**src/hw/ipt_pkg.sv**
```systemverilog
// Constants, state types and CRC step shared by the I2C packet target
package ipt_pkg;
    localparam logic [6:0]  TGT_ADDR  = 7'h01;   // Bus target identifier
    localparam int          CW_DIR    = 23;      // Op direction bit
    localparam int          CW_CRC    = 22;      // Check enable bit
    localparam int          CW_LEN    = 20;      // Low bit of payload length code
    localparam logic [1:0]  LEN_16    = 2'h0;
    localparam logic [1:0]  LEN_32    = 2'h1;
    localparam logic [1:0]  LEN_64    = 2'h2;
    localparam logic [19:0] ADDR_STEP = 20'h2;   // Second word of a 64-bit access
    localparam logic [7:0]  CRC_INIT  = 8'hff;
    localparam logic [7:0]  CRC_POLY  = 8'h07;   // x^8 + x^2 + x + 1
    localparam logic [3:0]  CW_BYTES  = 4'h4;    // Address byte plus control word
    localparam logic [3:0]  MAX_BYTES = 4'hc;    // Address, word and 8 data bytes

    typedef enum logic [4:0] {
        L_IDLE  = 5'h01,
        L_RX    = 5'h02,
        L_ACK   = 5'h04,
        L_TX    = 5'h08,
        L_TXACK = 5'h10
    } ipt_link_t;

    typedef enum logic [4:0] {
        P_IDLE = 5'h01,
        P_WR2  = 5'h02,
        P_RDW1 = 5'h04,
        P_RDW2 = 5'h08,
        P_FILL = 5'h10
    } ipt_proc_t;

    // One byte through the CRC register, MSB first
    function automatic logic [7:0] crc_step(input logic [7:0] c, input logic [7:0] d);
        logic [7:0] r;
        r = c ^ d;
        for (int i = 0; i < 8; i++)
            r = r[7] ? ((r << 1) ^ CRC_POLY) : (r << 1);
        return r;
    endfunction : crc_step
endpackage : ipt_pkg

```
**src/hw/ipt_target.sv**
```systemverilog
// I2C packet target: link engine, ping-pong buffers and request executor
// Overview of operation
// - Payload LSB first, count matches length
// - 16/32-bit write goes to word address
// - 64-bit write: second word at address+2
// - 64-bit read: second word from address+2
// - Device appends check byte on reads
// - CRC-8 poly 0x07, preset 0xFF
// - Bad check drops whole write
// - NACK read address until data ready
// - Two ping-pong receive buffers
// - NACK write address when both receive buffers full
// - Reads wait while both transmit buffers full
// - Release after full read, else resend
// - Control word field layout
// - Length code 00/01/10, 11 reserved
`timescale 1ns/1ps
`default_nettype none
module ipt_target (
    // Clock and reset
    input  wire logic        clk,
    input  wire logic        rst,
    // Open-drain I2C pins
    input  wire logic        sclIn,
    input  wire logic        sdaIn,
    output logic             sdaOut,
    output logic             sdaOeN,
    // Internal memory port
    output logic             memWr,
    output logic             memRd,
    output logic [19:0]      memAddr,
    output logic [31:0]      memWdata,
    input  wire logic [31:0] memRdata,
    input  wire logic        memRdValid
);
    ipt_pkg::ipt_link_t lSt_r;
    ipt_pkg::ipt_proc_t pSt_r;
    logic [2:0]  sclQ_r, sdaQ_r;
    logic        sclF_r, sdaF_r, sdaOut_r, sdaOeN_r, byteEnd_r, ackGo_r;
    logic        isRead_r, inWrite_r, memWr_r, memRd_r;
    logic [2:0]  bitCnt_r;
    logic [7:0]  sh_r, txSh_r, crc_r;
    logic [3:0]  byteIdx_r, txByte_r;
    logic [23:0] colCw_r;
    logic [63:0] colData_r;
    logic [19:0] memAddr_r;
    logic [31:0] memWdata_r, rdLo_r, rdHi_r;
    logic [23:0] rxCw_r [2];
    logic [63:0] rxData_r [2];
    logic [3:0]  rxCnt_r [2];
    logic [1:0]  rxOk_r, rxValid_r, txValid_r;
    logic        rxWrPtr_r, rxRdPtr_r, txWrPtr_r, txRdPtr_r;
    logic [71:0] txMem_r [2];
    logic [3:0]  txLen_r [2];

    // Glitch filter: a level counts once stages two and three agree
    wire sclNxt = (sclQ_r[1] == sclQ_r[2]) ? sclQ_r[2] : sclF_r;
    wire sdaNxt = (sdaQ_r[1] == sdaQ_r[2]) ? sdaQ_r[2] : sdaF_r;
    wire sclRise = sclNxt & ~sclF_r;
    wire sclFall = ~sclNxt & sclF_r;
    wire startDet = sclF_r & sclNxt & sdaF_r & ~sdaNxt;
    wire stopDet = sclF_r & sclNxt & ~sdaF_r & sdaNxt;

    // Byte decode and acknowledge decision
    wire [7:0] rxByte = {sh_r[6:0], sdaNxt};
    wire byteDone = (lSt_r == ipt_pkg::L_RX) && sclRise && (bitCnt_r == 3'h7);
    wire addrHit = (rxByte[7:1] == ipt_pkg::TGT_ADDR);
    wire rxFull = &rxValid_r;
    wire txFull = &txValid_r;
    wire txReady = txValid_r[txRdPtr_r];
    wire ackDecide = (byteIdx_r == 4'h0) ? addrHit && (rxByte[0] ? txReady : !rxFull)
                                         : (byteIdx_r < ipt_pkg::MAX_BYTES);
    wire [3:0] dIdx = byteIdx_r - ipt_pkg::CW_BYTES;
    wire [7:0] txCur = txMem_r[txRdPtr_r][{txByte_r[3:0], 3'h0} +: 8];
    wire txLast = (txByte_r == txLen_r[txRdPtr_r]);
    wire txRel = (lSt_r == ipt_pkg::L_TXACK) && sclRise && txLast;
    wire rxPush = (startDet | stopDet) && inWrite_r && (byteIdx_r >= ipt_pkg::CW_BYTES);

    // Head of the receive queue
    wire [23:0] hdCw = rxCw_r[rxRdPtr_r];
    wire [63:0] hdData = rxData_r[rxRdPtr_r];
    wire [1:0] hdLen = hdCw[ipt_pkg::CW_LEN +: 2];
    wire hdCrc = hdCw[ipt_pkg::CW_CRC];
    wire hdRead = hdCw[ipt_pkg::CW_DIR];
    wire [19:0] hdAddr = hdCw[19:0];
    wire [3:0] nBytes = (hdLen == ipt_pkg::LEN_16) ? 4'h2 : (hdLen == ipt_pkg::LEN_32) ? 4'h4
                                                                                   : 4'h8;
    wire lenBad = (hdLen != ipt_pkg::LEN_16) && (hdLen != ipt_pkg::LEN_32)
                  && (hdLen != ipt_pkg::LEN_64);
    wire cntBad = (rxCnt_r[rxRdPtr_r] != ipt_pkg::CW_BYTES + nBytes + {3'h0, hdCrc});
    wire crcBad = hdCrc && !rxOk_r[rxRdPtr_r];
    wire headValid = rxValid_r[rxRdPtr_r];
    wire dropHead = lenBad || (!hdRead && (cntBad || crcBad));
    wire len64 = (hdLen == ipt_pkg::LEN_64);
    wire [31:0] wrWord = (hdLen == ipt_pkg::LEN_16) ? {16'h0, hdData[15:0]} : hdData[31:0];
    wire [63:0] rdData = (hdLen == ipt_pkg::LEN_16) ? {48'h0, rdLo_r[15:0]} :
                         (hdLen == ipt_pkg::LEN_32) ? {32'h0, rdLo_r} : {rdHi_r, rdLo_r};
    wire [7:0] crcRd = crc_read(hdCw, rdData, nBytes);
    wire [71:0] fillVec = {8'h0, rdData} | (hdCrc ? (72'(crcRd) << {nBytes, 3'h0}) : 72'h0);
    wire rxRel = (pSt_r == ipt_pkg::P_IDLE && headValid && dropHead)
                 || (pSt_r == ipt_pkg::P_IDLE && headValid && !hdRead && !len64)
                 || pSt_r == ipt_pkg::P_WR2 || pSt_r == ipt_pkg::P_FILL;
    wire txPush = (pSt_r == ipt_pkg::P_FILL);

    // Check over the read reply: write address byte, word, read address byte, then data
    function automatic logic [7:0] crc_read(input logic [23:0] cw, input logic [63:0] d,
                                            input logic [3:0] n);
        logic [103:0] m;
        logic [7:0]   c;
        m = {d, ipt_pkg::TGT_ADDR, 1'b1, cw[7:0], cw[15:8], cw[23:16], ipt_pkg::TGT_ADDR, 1'b0};
        c = ipt_pkg::CRC_INIT;
        for (int k = 0; k < 13; k++)
            if (k < 5 + int'(n))
                c = ipt_pkg::crc_step(c, m[8*k +: 8]);
        return c;
    endfunction : crc_read

    // Pin synchronisers
    always_ff @(posedge clk)
    begin
        sclQ_r <= rst ? 3'h7 : {sclQ_r[1:0], sclIn};
        sdaQ_r <= rst ? 3'h7 : {sdaQ_r[1:0], sdaIn};
        sclF_r <= rst ? 1'b1 : sclNxt;
        sdaF_r <= rst ? 1'b1 : sdaNxt;
        sdaOut_r <= 1'b0;                                 // Open drain only ever pulls low
    end

    // Link engine: bits, acknowledge and byte collection
    always_ff @(posedge clk)
    begin
        if (rst)
        begin
            lSt_r <= ipt_pkg::L_IDLE;
            sdaOeN_r <= 1'b1;
            {byteEnd_r, ackGo_r, isRead_r, inWrite_r} <= 4'h0;
            {bitCnt_r, byteIdx_r, txByte_r} <= 11'h0;
            {sh_r, txSh_r, crc_r} <= 24'h0;
            colCw_r <= 24'h0;
            colData_r <= 64'h0;
        end
        else if (startDet || stopDet)
        begin
            lSt_r <= startDet ? ipt_pkg::L_RX : ipt_pkg::L_IDLE;
            sdaOeN_r <= 1'b1;
            {byteEnd_r, inWrite_r} <= 2'h0;
            bitCnt_r <= 3'h0;
            byteIdx_r <= 4'h0;
        end
        else
            case (lSt_r)
                ipt_pkg::L_RX:
                    if (sclRise)
                    begin
                        sh_r <= rxByte;
                        bitCnt_r <= bitCnt_r + 3'h1;
                        if (byteDone)
                        begin
                            byteEnd_r <= 1'b1;
                            ackGo_r <= ackDecide;
                            if (byteIdx_r != 4'hf)
                                byteIdx_r <= byteIdx_r + 4'h1;
                            crc_r <= ipt_pkg::crc_step((byteIdx_r == 4'h0) ? ipt_pkg::CRC_INIT
                                                                          : crc_r, rxByte);
                            if (byteIdx_r == 4'h0)
                            begin
                                isRead_r <= rxByte[0];
                                inWrite_r <= ackDecide && !rxByte[0];
                                txByte_r <= 4'h0;
                                colData_r <= 64'h0;
                            end
                            else if (byteIdx_r < ipt_pkg::CW_BYTES)
                                colCw_r <= {colCw_r[15:0], rxByte};
                            else if (byteIdx_r < ipt_pkg::MAX_BYTES)
                                colData_r[{dIdx[2:0], 3'h0} +: 8] <= rxByte;
                        end
                    end
                    else if (sclFall && byteEnd_r)
                    begin
                        byteEnd_r <= 1'b0;
                        sdaOeN_r <= !ackGo_r;
                        lSt_r <= ackGo_r ? ipt_pkg::L_ACK : ipt_pkg::L_IDLE;
                    end
                ipt_pkg::L_ACK, ipt_pkg::L_TXACK:
                    if (sclRise && lSt_r == ipt_pkg::L_TXACK)
                        ackGo_r <= !sdaNxt && !txLast;    // Host NACK or last byte ends it
                    else if (sclFall)
                    begin
                        bitCnt_r <= 3'h0;
                        if (isRead_r && (lSt_r == ipt_pkg::L_ACK || ackGo_r))
                        begin
                            sdaOeN_r <= txCur[7];
                            txSh_r <= {txCur[6:0], 1'b0};
                            lSt_r <= ipt_pkg::L_TX;
                        end
                        else
                        begin
                            sdaOeN_r <= 1'b1;
                            lSt_r <= isRead_r ? ipt_pkg::L_IDLE : ipt_pkg::L_RX;
                        end
                    end
                ipt_pkg::L_TX:
                    if (sclRise)
                    begin
                        bitCnt_r <= bitCnt_r + 3'h1;
                        byteEnd_r <= (bitCnt_r == 3'h7);
                    end
                    else if (sclFall && byteEnd_r)
                    begin
                        byteEnd_r <= 1'b0;
                        sdaOeN_r <= 1'b1;
                        txByte_r <= txByte_r + 4'h1;
                        lSt_r <= ipt_pkg::L_TXACK;
                    end
                    else if (sclFall)
                    begin
                        sdaOeN_r <= txSh_r[7];
                        txSh_r <= {txSh_r[6:0], 1'b0};
                    end
                default:
                    lSt_r <= ipt_pkg::L_IDLE;
            endcase
    end

    // Receive ping-pong: link fills one entry while the executor drains the other
    always_ff @(posedge clk)
    begin
        if (rst)
        begin
            rxValid_r <= 2'h0;
            {rxWrPtr_r, rxRdPtr_r} <= 2'h0;
        end
        else
        begin
            if (rxPush)
            begin
                rxCw_r[rxWrPtr_r] <= colCw_r;
                rxData_r[rxWrPtr_r] <= colData_r;
                rxCnt_r[rxWrPtr_r] <= byteIdx_r;
                rxOk_r[rxWrPtr_r] <= (crc_r == 8'h0);
                rxWrPtr_r <= ~rxWrPtr_r;
            end
            if (rxRel)
                rxRdPtr_r <= ~rxRdPtr_r;
            for (int i = 0; i < 2; i++)
                rxValid_r[i] <= (rxPush && rxWrPtr_r == i[0])
                                || (rxValid_r[i] && !(rxRel && rxRdPtr_r == i[0]));
        end
    end

    // Transmit ping-pong: an entry frees only after its last byte went out
    always_ff @(posedge clk)
    begin
        if (rst)
        begin
            txValid_r <= 2'h0;
            {txWrPtr_r, txRdPtr_r} <= 2'h0;
        end
        else
        begin
            if (txPush)
            begin
                txMem_r[txWrPtr_r] <= fillVec;
                txLen_r[txWrPtr_r] <= nBytes + {3'h0, hdCrc};
                txWrPtr_r <= ~txWrPtr_r;
            end
            if (txRel)
                txRdPtr_r <= ~txRdPtr_r;
            for (int i = 0; i < 2; i++)
                txValid_r[i] <= (txPush && txWrPtr_r == i[0])
                                || (txValid_r[i] && !(txRel && txRdPtr_r == i[0]));
        end
    end

    // Executor: one request at a time from the head of the receive queue
    always_ff @(posedge clk)
    begin
        if (rst)
        begin
            pSt_r <= ipt_pkg::P_IDLE;
            {memWr_r, memRd_r} <= 2'h0;
            memAddr_r <= 20'h0;
            {memWdata_r, rdLo_r, rdHi_r} <= 96'h0;
        end
        else
        begin
            memWr_r <= 1'b0;
            memRd_r <= 1'b0;
            case (pSt_r)
                ipt_pkg::P_IDLE:
                    if (headValid && !dropHead && !hdRead)
                    begin
                        memWr_r <= 1'b1;
                        memAddr_r <= hdAddr;
                        memWdata_r <= wrWord;
                        pSt_r <= len64 ? ipt_pkg::P_WR2 : ipt_pkg::P_IDLE;
                    end
                    else if (headValid && !dropHead && !txFull)
                    begin
                        memRd_r <= 1'b1;
                        memAddr_r <= hdAddr;
                        pSt_r <= ipt_pkg::P_RDW1;
                    end
                ipt_pkg::P_WR2:
                begin
                    memWr_r <= 1'b1;
                    memAddr_r <= memAddr_r + ipt_pkg::ADDR_STEP;
                    memWdata_r <= hdData[63:32];
                    pSt_r <= ipt_pkg::P_IDLE;
                end
                ipt_pkg::P_RDW1:
                    if (memRdValid)
                    begin
                        rdLo_r <= memRdata;
                        memRd_r <= len64;
                        memAddr_r <= len64 ? memAddr_r + ipt_pkg::ADDR_STEP : memAddr_r;
                        pSt_r <= len64 ? ipt_pkg::P_RDW2 : ipt_pkg::P_FILL;
                    end
                ipt_pkg::P_RDW2:
                    if (memRdValid)
                    begin
                        rdHi_r <= memRdata;
                        pSt_r <= ipt_pkg::P_FILL;
                    end
                default:
                    pSt_r <= ipt_pkg::P_IDLE;
            endcase
        end
    end

    assign sdaOut = sdaOut_r;
    assign sdaOeN = sdaOeN_r;
    assign memWr = memWr_r;
    assign memRd = memRd_r;
    assign memAddr = memAddr_r;
    assign memWdata = memWdata_r;
endmodule : ipt_target
`default_nettype wire

```
**config.mk**
```make
export PLATFORM = sky130hd
export DESIGN_NAME = ipt_target
export DESIGN_NICKNAME = d
export VERILOG_FILES = /design/src/hw/ipt_pkg.sv /design/src/hw/ipt_target.sv
export SDC_FILE = /design/constraint.sdc
export NUM_CORES = 1
export LEC_CHECK = 0
export ABC_CLOCK_PERIOD_IN_PS = 11750
export BUFFER_PORTS_ARGS = -buffer_cell sky130_fd_sc_hd__buf_2
export CAP_MARGIN = 30
export CELL_PAD_IN_SITES_DETAIL_PLACEMENT = 0
export CELL_PAD_IN_SITES_GLOBAL_PLACEMENT = 1
export CORE_ASPECT_RATIO = 0.9
export CORE_MARGIN = 2
export CORE_UTILIZATION = 46
export DETAILED_ROUTE_END_ITERATION = 8
export PLACE_DENSITY = 0.83
export SETUP_SLACK_MARGIN = 0.1
export SYNTH_ARGS = -nofsm -noshare
export SYNTH_HDL_FRONTEND = slang
export SYNTH_SLANG_ARGS = --single-unit
```
**constraint.sdc**
```tcl
create_clock -name clk -period 11.75 [get_ports clk]
set_input_delay 0.5875 -clock clk [delete_from_list [all_inputs] [get_ports clk]]
set_output_delay 0.5875 -clock clk [all_outputs]
set_load 0.01 [all_outputs]
```
==> impl_metrics.py <==
metrics = {
    "worst_setup_path": {
        "rrSetupSlack_ns": 2.56,
        "cp.required_ns": 12.19,
        "criticalPathCategory": "reg2reg",
        "crit_path_end_kind": "flop",
        "critPathArrivalTime_ns": 9.63,
        "regToRegEndpoint": "txMem_r[0][66]",
        "start_kind": "flop",
        "critical_path.max_fanout": 39,
        "rr_worst_depth": 26,
    },
    "worst_hold_path": {
        "holdPathEnd": "sdaQ_r[0]",
        "hold_path_depth": 2,
        "hold_path.startpoint": "sdaIn",
        "hp-class": "in2reg",
    },
    "placed_design": {
        "portBuffers": 91,
        "pre_cts_slack_ns": 2.601,
        "placed_cell_area_um2": 30810,
        "routabilityCongestion": 0.8874,
        "place_hpwl_um": 50370,
        "post-place-cells": 3400,
    },
    "power_and_ir_drop": {
        "p_clk_frac": 0.477,
        "power_per_cell_area_nw_per_um2": 131.0,
        "p_int_mw": 3.408,
        "p_leak_nw": 11.72,
        "combinationalPowerShare": 0.008,
        "seqPwrFrac": 0.515,
        "power.switching_mw": 0.9232,
        "peakVddDrop_uv": 138.9,
        "switching_share": 0.2131,
    },
    "timing": {
        "worst_slew_pin_slew_ns": 1.108,
        "final.period_utilization": 0.7822,
        "tns_ns": 0,
        "slew_violations": 0,
        "period_needed_ns": 9.191,
        "rsz0062_at_grt": "no",
        "setup_viol_count_final": 0,
        "fmax_mhz": 108.8,
        "clock_skew_ns": 0.02537,
        "max_slew_margin": 0.2560,
        "setup_ws_ns": 2.559,
        "hold_viol": 0,
    },
    "global_routing": {
        "grt_start_max_net_pins": 140,
        "grt_pass1_vias": 19630,
        "gr-usage-all-layers": 0.2277,
        "grt-ovfl-total": 0,
        "grt_pass1_wl_um": 116600,
        "antenna_found_initial": 2,
    },
    "layout": {
        "instances_no_fill": 3527,
        "fin_area_um2": 33050,
        "drive_gt1_frac": 0.1352,
        "fin_nets": 2671,
        "ff_latch_area_um2": 15600,
        "multi_input_area_um2": 13230,
        "fillers": 5454,
        "syn_to_final_growth_pct": 12.10,
    },
    "clock_tree": {
        "clock-root-buffer": "clkbuf_16",
        "cts_buffers": 67,
        "ctsHoldBuffers": 0,
        "cts_tree": "yes",
        "clk_latency_ns": 0.62,
        "cts_max_path_buffers": 3,
        "h-tree-depth": 3,
        "postCtsSetupRepairBufs": 0,
        "clkSinkCount": 610,
        "clkTransAtPathRegs_ns": 0.06,
        "cts_resized": 0,
    },
    "synth": {
        "ys_seq_area_frac": 0.5290,
        "synth_area_per_cell_um2": 11.46,
        "synth_nets": 2626,
        "ys_types": 84,
        "netlist_instances": 2572,
        "synth_area_um2": 29480,
        "ys.flop_type": "edfxtp_1",
        "ys_async_sr_fraction": 0,
        "ys.warnings.count": 0,
        "synth_enable_flop_cells": 338,
        "yosys.area.top_type_share": 0.3443,
        "synth_largest_area_cell": "edfxtp_1",
        "ys_ff_latch": 610,
        "synthTopCellsByArea": "edfxtp_1, dfxtp_1, xnor2_1, xnor3_1, nand2_1",
    },
    "floorplanning": {
        "die_w_um": 270.9,
        "core_area_um2": 63750,
        "row_count": 88,
        "boundaryPins": 93,
        "dieHeight_um": 244.2,
        "die_area_um2": 66130,
        "initial_utilization": 0.4625,
    },
    "drt": {
        "viasPerCell": 5.672,
        "wl_per_cell_um": 21.45,
        "dr.pass1.iters": 5,
        "detail-route-antenna-nets": 0,
        "wirelength_um": 75670,
        "drc_errors": 0,
        "drtIter0Drc": 1797,
        "via_count": 20000,
    },
    "run_status": {
        "status": "completed",
    },
    "job": {
        "drv_cap": 0,
    },
}
## cells by family after synthesis
kind of cell	Yosys count	synth area share
fa+ha+maj	18	0.007554
mux	159	0.07694
compound gates	484	0.1018
flops	610	0.5290
simple gates	786	0.1220
other cells	1	0.0001272
xor+xnor	330	0.1380
buf+inv	184	0.02457
## cell usage after synthesis, types with 11 or more instances
cell type	count
clkbuf_1	140
nor3_1	59
inv_1	27
a22oi_1	72
or2_2	13
o21ai_0	74
edfxtp_1	338
mux2i_1	90
nor2b_1	38
nand4_1	17
xor2_1	79
mux2_2	15
ha_1	17
o21ai_1	11
nand2_1	319
nand3_1	30
nand3b_1	11
o22ai_1	19
xnor2_1	164
o21bai_1	11
a211oi_1	41
a21oi_1	199
dfxtp_1	272
or3_1	11
mux4_2	49
nor2_1	195
and3_1	25
xnor3_1	60
and2_1	20
## cell type report
class / instances / share of cell area
Clock inverter: 36 / 0.01087
Multi-Input combinational cell: 1778 / 0.4002
Antenna cell: 1 / 0.00007571
Inverter: 28 / 0.003180
Tap cell: 855 / 0.03237
Timing Repair Buffer: 132 / 0.02707
Sequential cell: 610 / 0.4720
Clock buffer: 87 / 0.05425
## layout by cell type (no fill, tap or decap), types with 15 or more instances in the layout
cell type | netlist | final
dfxtp_1 | 272 | 270
buf_4 | 6 | 32
clkbuf_1 | 140 | 17
nand2_1 | 319 | 318
a211oi_1 | 41 | 41
and2_1 | 20 | 20
mux2i_1 | 90 | 89
ha_1 | 17 | 16
xnor3_1 | 60 | 60
mux2_2 | 15 | 15
buf_2 | 3 | 92
nor2_1 | 195 | 194
clkinv_2 | 0 | 17
nand3_1 | 30 | 30
a22oi_1 | 72 | 72
o22ai_1 | 19 | 19
o21ai_0 | 74 | 74
edfxtp_1 | 338 | 338
nor2b_1 | 38 | 38
clkbuf_16 | 0 | 68
xor2_1 | 79 | 79
a21oi_1 | 199 | 198
xnor2_1 | 164 | 164
nor3_1 | 59 | 58
mux4_2 | 49 | 49
inv_1 | 27 | 27
and3_1 | 25 | 25
nand4_1 | 17 | 17
## power groups by stage
stage | Combinational [mW] | Clock (mW) | Sequential (mW)
after global routing | 0.0360 | 2.18 | 2.23
after detailed placement | 0.0321 | 0 | 2.28
after global placement | 0.0315 | 0 | 2.28
final | 0.0334 | 2.07 | 2.23
after floorplan | 0.0175 | 0 | 2.28
after CTS | 0.0322 | 2.10 | 2.23
## how the worst max path moves through the flow
stage                start             end  slack, ns  cells past startpoint
floorplan           sclF_r    rxValid_r[1]       0.11                      5
global placement      flop  txMem_r[0][66]       2.83                     26
detailed placement    flop  txMem_r[0][66]       2.60                     26
CTS                   flop  txMem_r[0][66]       2.50                     26
global route          flop  txMem_r[0][66]       1.95                     26
finish                flop  txMem_r[0][66]       2.56                     26
## stage by stage
| step | total power, mW | hold WS (ns) | util |
|---|---|---|---|
| after detailed placement | 2.309 | 0.4000 | 0.4833 |
| after CTS | 4.363 | 0.1314 | 0.5171 |
| after global placement | 2.309 | 0.3975 | 0.4816 |
| final | 4.331 | 0.1643 | 0.5184 |
| after floorplan | 2.295 | 0.3895 | - |
| after global routing | 4.449 | 0.1580 | 0.5184 |
## state kept, by name (all words and copies together) (netlist names), 20 cells and up, named ones only
register   flops
txMem_r      144
rxData_r     128
colData_r     64
rxCw_r        48
memWdata      32
rdHi_r        32
rdLo_r        32
colCw_r       24
memAddr       20
## critical path, cell delays in order, from the launching register on
cell     delay, ns
dfxtp_4       0.72
mux2i_4       0.31
buf_4         0.36
ha_1          0.34
xor2_1        0.37
xnor3_1       0.42
xnor3_1       0.43
xnor3_2       0.53
xnor2_4       0.29
xnor3_1       0.50
xor3_1        0.38
o21ai_2       0.19
xor2_1        0.20
xnor2_1       0.15
mux2i_1       0.16
nor2_1        0.57
a21o_1        0.16
xor2_1        0.36
xnor3_1       0.45
mux2i_1       0.17
nor3_2        0.31
xnor3_1       0.46
a21oi_1       0.22
xnor2_1       0.18
xnor2_1       0.37
xnor3_1       0.27
nor2_1        0.14
## layer usage
| layer | global-route usage | up-vias | part of all wire |
|---|---|---|---|
| li1 | - | 9369 | - |
| met1 | 0.3203 | 9888 | 0.44 |
| met2 | 0.3620 | 628 | 0.47 |
| met3 | 0.03672 | 119 | 0.062 |
| met4 | 0.07085 | 0 | 0.028 |
| met5 | 0 | - | 0 |
No activity file was read; power rests on OpenSTA's default activity.
